[src/shared/ecc_inject_cfg.svh]
`ifndef ECC_INJECT_CFG_SVH
`define ECC_INJECT_CFG_SVH

// Register offsets on the plain register port
`define ADDR_ENABLE_CONTROL  4'h0
`define ADDR_BIT_POINTERS    4'h2

// Field positions
`define ENABLE_BIT           0
`define FIRST_PTR_LSB        0
`define SECOND_PTR_LSB       8

// Reset values
`define ENABLE_CONTROL_RESET 16'h0000
`define BIT_POINTERS_RESET   16'h0000

// Code word size; pointer values at or above this flip nothing
`define CODEWORD_BITS        56
`define POINTER_LIMIT        8'h38

`endif

[src/shared/ecc_inject_pkg.sv]
package ecc_inject_pkg;
  typedef logic [55:0] codeword_type;
  typedef logic [7:0]  pointer_type;
  typedef logic [15:0] reg_word_type;
  typedef logic [3:0]  reg_addr_type;
endpackage

[src/shared/flip_mask_if.sv]
`timescale 1ns/1ps
interface flip_mask_if;
  import ecc_inject_pkg::*;
  logic         injectEnable;
  pointer_type  firstFlipPointer;
  pointer_type  secondFlipPointer;
  codeword_type flipMask;

  modport ctrl (output injectEnable, output firstFlipPointer, output secondFlipPointer, input flipMask);
  modport gen  (input injectEnable, input firstFlipPointer, input secondFlipPointer, output flipMask);
endinterface

[src/logic/ecc_fault_injection_control.sv]
// Added by the designer: the plain strobed port and the address map.
`timescale 1ns/1ps
`include "ecc_inject_cfg.svh"
// How it works
// - Enable bit 0 of control register arms injection; clearing it stops all inversions.
// - Control register bits 15 to 1 read zero and ignore writes.
// - First pointer, low byte of pointer register, inverts code-word bit 0 to 55.
// - Pointer values 56 to 255 invert nothing at that pointer.
// - Second pointer, high byte, same coding, inverts one more bit unless it equals the first pointer.
module ecc_fault_injection_control
  import ecc_inject_pkg::*;
(
  input  wire logic         clk_sys,      // System clock, 125 MHz
  input  wire logic         reset_n,      // Asynchronous reset, active low
  input  wire reg_addr_type regAddr,      // Register address
  input  wire reg_word_type regWrData,    // Register write data
  input  wire logic         regWrStrobe,  // One-cycle write strobe
  input  wire logic         regRdStrobe,  // One-cycle read strobe
  output logic              [15:0] regRdData, // Read data, cycle after strobe
  input  wire codeword_type codeIn,       // Code word from encoder
  input  wire logic         codeInValid,  // Code word valid
  output codeword_type      codeOut,      // Code word with forced errors
  output logic              codeOutValid  // Output word valid
);

  logic         enable_q;
  logic         enable_d;
  pointer_type  firstPtr_q;
  pointer_type  firstPtr_d;
  pointer_type  secondPtr_q;
  pointer_type  secondPtr_d;
  reg_word_type rdData_q;
  reg_word_type rdData_d;
  codeword_type codeOut_q;
  codeword_type codeOut_d;
  logic         outValid_q;
  logic         outValid_d;

  flip_mask_if maskBus ();

  flip_mask_gen maskGen (
    .maskBus (maskBus.gen)
  );

  assign maskBus.injectEnable      = enable_q;
  assign maskBus.firstFlipPointer  = firstPtr_q;
  assign maskBus.secondFlipPointer = secondPtr_q;

  // Register file
  always_comb
  begin
    enable_d    = enable_q;
    firstPtr_d  = firstPtr_q;
    secondPtr_d = secondPtr_q;
    rdData_d    = '0;
    if (regWrStrobe)
    begin
      if (regAddr == `ADDR_ENABLE_CONTROL)
      begin
        enable_d = regWrData[`ENABLE_BIT];
      end
      else if (regAddr == `ADDR_BIT_POINTERS)
      begin
        firstPtr_d  = regWrData[`FIRST_PTR_LSB +: 8];
        secondPtr_d = regWrData[`SECOND_PTR_LSB +: 8];
      end
    end
    if (regRdStrobe)
    begin
      if (regAddr == `ADDR_ENABLE_CONTROL)
      begin
        rdData_d[`ENABLE_BIT] = enable_q;
      end
      else if (regAddr == `ADDR_BIT_POINTERS)
      begin
        rdData_d = {secondPtr_q, firstPtr_q};
      end
    end
  end

  always_ff @(posedge clk_sys or negedge reset_n)
  begin
    if (!reset_n)
    begin
      enable_q    <= 1'(`ENABLE_CONTROL_RESET >> `ENABLE_BIT);
      firstPtr_q  <= pointer_type'(`BIT_POINTERS_RESET >> `FIRST_PTR_LSB);
      secondPtr_q <= pointer_type'(`BIT_POINTERS_RESET >> `SECOND_PTR_LSB);
      rdData_q    <= '0;
    end
    else
    begin
      enable_q    <= enable_d;
      firstPtr_q  <= firstPtr_d;
      secondPtr_q <= secondPtr_d;
      rdData_q    <= rdData_d;
    end
  end

  assign regRdData = rdData_q;

  // Data path: one register stage so the mask never glitches into the output
  always_comb
  begin
    outValid_d = codeInValid;
    codeOut_d  = codeOut_q;
    if (codeInValid)
    begin
      codeOut_d = codeIn ^ maskBus.flipMask;
    end
  end

  always_ff @(posedge clk_sys or negedge reset_n)
  begin
    if (!reset_n)
    begin
      codeOut_q  <= '0;
      outValid_q <= 1'b0;
    end
    else
    begin
      codeOut_q  <= codeOut_d;
      outValid_q <= outValid_d;
    end
  end

  assign codeOut      = codeOut_q;
  assign codeOutValid = outValid_q;

  // Checks; flipped bits are measured against the word sampled one edge earlier
  logic firstOk;
  logic secondOk;
  assign firstOk  = firstPtr_q < `POINTER_LIMIT;
  assign secondOk = secondPtr_q < `POINTER_LIMIT;

  property p_disabled_passthrough;
    @(posedge clk_sys) disable iff (!reset_n)
    codeInValid && !enable_q |=> codeOutValid && codeOut == $past(codeIn);
  endproperty
  a_disabled_passthrough: assert property (p_disabled_passthrough)
    else $error("Code word altered while injection disabled");

  property p_control_upper_zero;
    @(posedge clk_sys) disable iff (!reset_n)
    regRdStrobe && regAddr == `ADDR_ENABLE_CONTROL |=> regRdData[15:1] == 15'h0000;
  endproperty
  a_control_upper_zero: assert property (p_control_upper_zero)
    else $error("Unused control bits read nonzero");

  property p_first_single_flip;
    @(posedge clk_sys) disable iff (!reset_n)
    codeInValid && enable_q && firstOk && !secondOk
      |=> (codeOut ^ $past(codeIn)) == (56'h1 << $past(firstPtr_q));
  endproperty
  a_first_single_flip: assert property (p_first_single_flip)
    else $error("First pointer did not flip exactly its bit");

  property p_out_of_range_none;
    @(posedge clk_sys) disable iff (!reset_n)
    codeInValid && enable_q && !firstOk && !secondOk |=> (codeOut ^ $past(codeIn)) == 56'h0;
  endproperty
  a_out_of_range_none: assert property (p_out_of_range_none)
    else $error("Out-of-range pointers flipped a bit");

  property p_second_single_flip;
    @(posedge clk_sys) disable iff (!reset_n)
    codeInValid && enable_q && secondOk && !firstOk
      |=> (codeOut ^ $past(codeIn)) == (56'h1 << $past(secondPtr_q));
  endproperty
  a_second_single_flip: assert property (p_second_single_flip)
    else $error("Second pointer did not flip exactly its bit");

  property p_double_flip;
    @(posedge clk_sys) disable iff (!reset_n)
    codeInValid && enable_q && firstOk && secondOk && firstPtr_q != secondPtr_q
      |=> $countones(codeOut ^ $past(codeIn)) == 2;
  endproperty
  a_double_flip: assert property (p_double_flip)
    else $error("Two distinct pointers did not give a double-bit error");

  property p_pointer_readback;
    @(posedge clk_sys) disable iff (!reset_n)
    regWrStrobe && regAddr == `ADDR_BIT_POINTERS ##1 regRdStrobe && regAddr == `ADDR_BIT_POINTERS
      |=> regRdData == $past(regWrData, 2);
  endproperty
  a_pointer_readback: assert property (p_pointer_readback)
    else $error("Pointer register did not read back written value");

  // Equal pointers must not cancel each other out
  property p_equal_pointers_single;
    @(posedge clk_sys) disable iff (!reset_n)
    codeInValid && enable_q && firstOk && firstPtr_q == secondPtr_q
      |=> $countones(codeOut ^ $past(codeIn)) == 1;
  endproperty
  a_equal_pointers_single: assert property (p_equal_pointers_single)
    else $error("Equal pointers did not flip exactly one bit");

  property p_enable_write;
    @(posedge clk_sys) disable iff (!reset_n)
    regWrStrobe && regAddr == `ADDR_ENABLE_CONTROL |=> enable_q == $past(regWrData[`ENABLE_BIT]);
  endproperty
  a_enable_write: assert property (p_enable_write)
    else $error("Enable bit did not follow the written value");

  property p_unmapped_read_zero;
    @(posedge clk_sys) disable iff (!reset_n)
    regRdStrobe && regAddr != `ADDR_ENABLE_CONTROL && regAddr != `ADDR_BIT_POINTERS
      |=> regRdData == 16'h0000;
  endproperty
  a_unmapped_read_zero: assert property (p_unmapped_read_zero)
    else $error("Unmapped address read nonzero");

  property p_read_idle_zero;
    @(posedge clk_sys) disable iff (!reset_n)
    !regRdStrobe |=> regRdData == 16'h0000;
  endproperty
  a_read_idle_zero: assert property (p_read_idle_zero)
    else $error("Read data nonzero without a read");

  property p_valid_follows;
    @(posedge clk_sys) disable iff (!reset_n)
    codeInValid |=> codeOutValid;
  endproperty
  a_valid_follows: assert property (p_valid_follows)
    else $error("Output valid missing after an input word");

  property p_idle_hold;
    @(posedge clk_sys) disable iff (!reset_n)
    !codeInValid |=> !codeOutValid && $stable(codeOut);
  endproperty
  a_idle_hold: assert property (p_idle_hold)
    else $error("Output changed without an input word");

  c_double_flip: cover property (@(posedge clk_sys) disable iff (!reset_n)
    codeInValid && enable_q && firstOk && secondOk && firstPtr_q != secondPtr_q);
  c_single_flip: cover property (@(posedge clk_sys) disable iff (!reset_n)
    codeInValid && enable_q && firstOk && !secondOk);
  c_disabled: cover property (@(posedge clk_sys) disable iff (!reset_n)
    codeInValid && !enable_q ##1 codeOutValid);

endmodule

[src/logic/flip_mask_gen.sv]
`timescale 1ns/1ps
`include "ecc_inject_cfg.svh"
module flip_mask_gen
  import ecc_inject_pkg::*;
(
  flip_mask_if.gen maskBus // Pointers in, inversion mask out
);

  // One-hot position for a pointer; out-of-range values give no bit
  function automatic codeword_type pointerToMask(input pointer_type ptr);
    codeword_type m;
    m = '0;
    if (ptr < `POINTER_LIMIT)
    begin
      m[ptr[5:0]] = 1'b1;
    end
    return m;
  endfunction

  // Equal pointers collapse to one flip rather than cancelling out
  always_comb
  begin
    if (maskBus.injectEnable)
    begin
      maskBus.flipMask = pointerToMask(maskBus.firstFlipPointer)
                       | pointerToMask(maskBus.secondFlipPointer);
    end
    else
    begin
      maskBus.flipMask = '0;
    end
  end

endmodule

[config.mk]
export PLATFORM = sky130hd
export DESIGN_NAME = ecc_fault_injection_control
export DESIGN_NICKNAME = d
export VERILOG_FILES = /design/src/shared/ecc_inject_pkg.sv /design/src/shared/flip_mask_if.sv /design/src/logic/ecc_fault_injection_control.sv /design/src/logic/flip_mask_gen.sv
export VERILOG_INCLUDE_DIRS = /design/src /design/src/shared
export SDC_FILE = /design/constraint.sdc
export NUM_CORES = 1
export LEC_CHECK = 0
export BUFFER_PORTS_ARGS = -buffer_cell sky130_fd_sc_hd__buf_2
export CAP_MARGIN = 5
export CORE_ASPECT_RATIO = 0.5
export CORE_UTILIZATION = 49
export DETAILED_ROUTE_END_ITERATION = 12
export PLACE_DENSITY = 0.79
export SLEW_MARGIN = 20
export SYNTH_ARGS = -nofsm -noshare
export SYNTH_HDL_FRONTEND = slang
export SYNTH_SLANG_ARGS = --single-unit
[constraint.sdc]
create_clock -name clk_sys -period 1.92 [get_ports clk_sys]
set_input_delay 0.384 -clock clk_sys [delete_from_list [all_inputs] [get_ports clk_sys]]
set_output_delay 0.384 -clock clk_sys [all_outputs]
set_load 0.05 [all_outputs]
==> metrics.yaml <==
clkLatencyLatePin_ps: 350
die-area_mm2: 0.0128
syn_nets: 688
holdWs_ps: 258
grt_pass1_vias: 5437
hp-class: "in2reg"
antenna_found_initial: 0
drc: 0
reg2reg_depth: 6
final_util: 0.673
p_leak_nw: 3.42
critPathArrivalTime_ps: 2140
grt_max_degree: 82
synthTopCellsByArea: "dfrtp_1 (37%), mux2i_1 (8.6%), a311o_1 (8.5%), nand3b_1 (6.5%), nor2b_1 (5.9%)"
crit_fanout: 12
core.rowCount: 28
portBuffers: 153
cts.sinks: 90
slew_violations: 0
initial_core_util: 0.507
fp.dieH_um: 80.5
ys_warn_count: 0
hold_viol_final: 0
multiInputGateArea_mm2: 0.00367
r2r_start: "firstPtr_q[6]$_DFFE_PN0P_"
cellPowerDensity_mw_per_mm2: 924
min-delay-start: "regRdStrobe"
ys.flop_type: "dfrtp_1"
r2r-end: "codeOut[2]$_DFFE_PN0P_"
vdd_drop_max_uv: 497
ys_ff_latch: 90
holdPathStages: 3
nFillCells: 922
grtUsageTotal: 0.287
wl_per_cell_um: 19.4
vias: 5921
regArea_mm2: 0.00226
critPathCaptureType: "flop"
min_to: "regRdData[0]$_DFF_PN0_"
drtIter0Drc: 581
dieWidth_um: 159
layout-drive-gt1-share: 0.401
fin_crit_sh: 0.993
ant_nets: 0
synth.distinct_cells: 42
postPlaceCellArea_mm2: 0.00747
cts_root_buf: "clkbuf_16"
cts_max_level: 3
drv_cap: 0
syn-instance-count: 607
critPathKind: "reg2reg"
fin_crit_ps: 1910
first_pass_iters: 6
synth_largest_area_cell: "dfrtp_1"
rrSetupSlack_ps: 10
area_delta_synth_final_pct: 32.7
final-setup-viol-count: 0
cts_made_buffers: 9
fin_ws_ps: 14.0
final_cell_area_mm2: 0.00801
status: "finished, final reports clean"
layout.nets: 872
required_ps: 2150
relSlewSlack: 0.637
coreArea_mm2: 0.0119
path_clk_slew_ps: 80
gp_congestion: 0.951
max_freq_mhz: 525
avgSynthCellArea_um2: 9.94
clockBufferDepth: 2
syn_area_mm2: 0.00604
grt.overflow.total: 0
tightest_slew_ps: 545
grt_first_pass_wirelength_mm: 28.8
dp_hpwl_mm: 13.1
ys_async_sr_fraction: 1.00
pre_cts_slack_ps: -59.3
synth_top_area_frac: 0.373
n_antenna_cell: 0
cts_tree: "yes"
num_io_pins: 154
synth-edff-count: 0
finalClockSkew_ps: 15.6
rsz0062_at_grt: "yes"
vias_per_cell: 6.16
cp-start-kind: "flop"
synth-seq-area-share: 0.373
routed_wirelength_mm: 18.6
-- Yosys cell counts (2+ instances only) --
cell        n
nor2_1      8
or4b_1      7
mux2_2     17
a31oi_1     5
nand3b_1   52
nor2b_1    57
o22ai_1    22
a22oi_1    14
o21ai_0     3
a32oi_1    20
buf_2      20
or4bb_1     2
nor4_1      6
nor4bb_1    7
mux2i_1    52
nand4b_1    8
buf_4       2
nor4b_2     2
or4_1       3
or3_1       3
nor3_1      2
nor4b_1    16
nor4_2      2
nand4bb_1   8
nand2_1    54
clkbuf_1   44
and2_1     16
a311o_1    51
and4b_1     2
dfrtp_1    90
-- critical path, cell delays in order (launching register included) --
cell and delay (ps):
dfrtp_1 460, buf_4 220, nor4_1 430, buf_4 200, a32oi_1 70, mux2i_1 140
a311o_1 270
-- cell type report --
type	instances	area share
clock buffer	9	0.0281
clock inverter	7	0.00953
inverter	1	0.000469
multi-input combinational	448	0.458
sequential	90	0.283
tap	165	0.0258
timing repair buffer	241	0.195
-- where the power goes --
group          total [mW]  switching [mW]  internal, mW
Clock                1.82           0.891         0.930
Combinational        3.15            1.84          1.31
Sequential           2.43           0.305          2.13
Total                7.41            3.04          4.37
-- per-stage QoR --
stage,cells,TNS [ps],total power [mW]
CTS,958,0,7.23
global placement,941,-60.1,5.32
finish,961,0,7.41
floorplan,607,0,4.19
global route,961,-41.3,7.71
detailed placement,941,-198,5.36
-- flip-flops by register name, summed over array words and instances, names as in the netlist --
register / flops
maskBus.secondFlipPointer: 8
codeOut: 56
regRdData: 16
enable_q: 1
firstPtr_q: 8
codeOutValid: 1
-- cells in the final DEF, fill, tap and decap left out, types with 2 or more instances in the layout --
cell type,count
a311o_1,51
inv_6,2
clkbuf_16,9
inv_8,3
nand2_1,54
or4b_4,4
o22ai_2,13
nand4b_1,8
nor4bb_1,6
or4_1,3
nor2b_1,57
mux2_2,17
nor4b_1,9
and4b_1,2
dfrtp_2,10
nand3b_1,52
a32oi_1,20
nand4bb_1,7
nor4_1,4
buf_12,10
nor4b_2,9
nor4_2,3
buf_2,151
nor3_1,2
or4b_1,4
or3_1,3
o22ai_1,9
and2_1,16
mux2i_1,52
a22oi_1,14
o21ai_0,3
a31oi_1,5
nor2_1,8
dfrtp_1,80
buf_4,77
-- worst max path at each step --
stage                                                   startpoint                 endpoint  slack (ps)  cells after the start
after floorplan                          firstPtr_q[7]$_DFFE_PN0P_  codeOut[48]$_DFFE_PN0P_         100                      6
after global placement    maskBus.secondFlipPointer[4]$_DFFE_PN0P_  codeOut[28]$_DFFE_PN0P_         -30                      5
after detailed placement  maskBus.secondFlipPointer[4]$_DFFE_PN0P_  codeOut[28]$_DFFE_PN0P_         -60                      5
after CTS                                firstPtr_q[7]$_DFFE_PN0P_  codeOut[54]$_DFFE_PN0P_          10                      4
after global routing                     firstPtr_q[6]$_DFFE_PN0P_   codeOut[8]$_DFFE_PN0P_         -30                      6
final                                    firstPtr_q[6]$_DFFE_PN0P_   codeOut[2]$_DFFE_PN0P_          10                      6
-- routing by layer --
metal / track usage / share of wire
met5: 0.00826 / 0
met4: 0.0702 / 0.013
met3: 0.0640 / 0.072
met2: 0.439 / 0.45
met1: 0.409 / 0.47
-- kinds of logic after synthesis --
| group | after synthesis | share of synthesized area |
|---|---|---|
| and+or+nand+nor | 262 | 0.296 |
| AOI/OAI and AO/OA | 117 | 0.164 |
| DFF | 90 | 0.373 |
| muxes | 69 | 0.118 |
| buffers and inverters | 69 | 0.0485 |
-- timing repair --
action	CTS	global route
endpoints found under the setup margin	10	40
hold endpoints to repair	14	0
hold buffers	1	0
pin swaps	0	1
resized for setup	15	24
setup buffers	0	3
(Power assumes the default switching activity.)
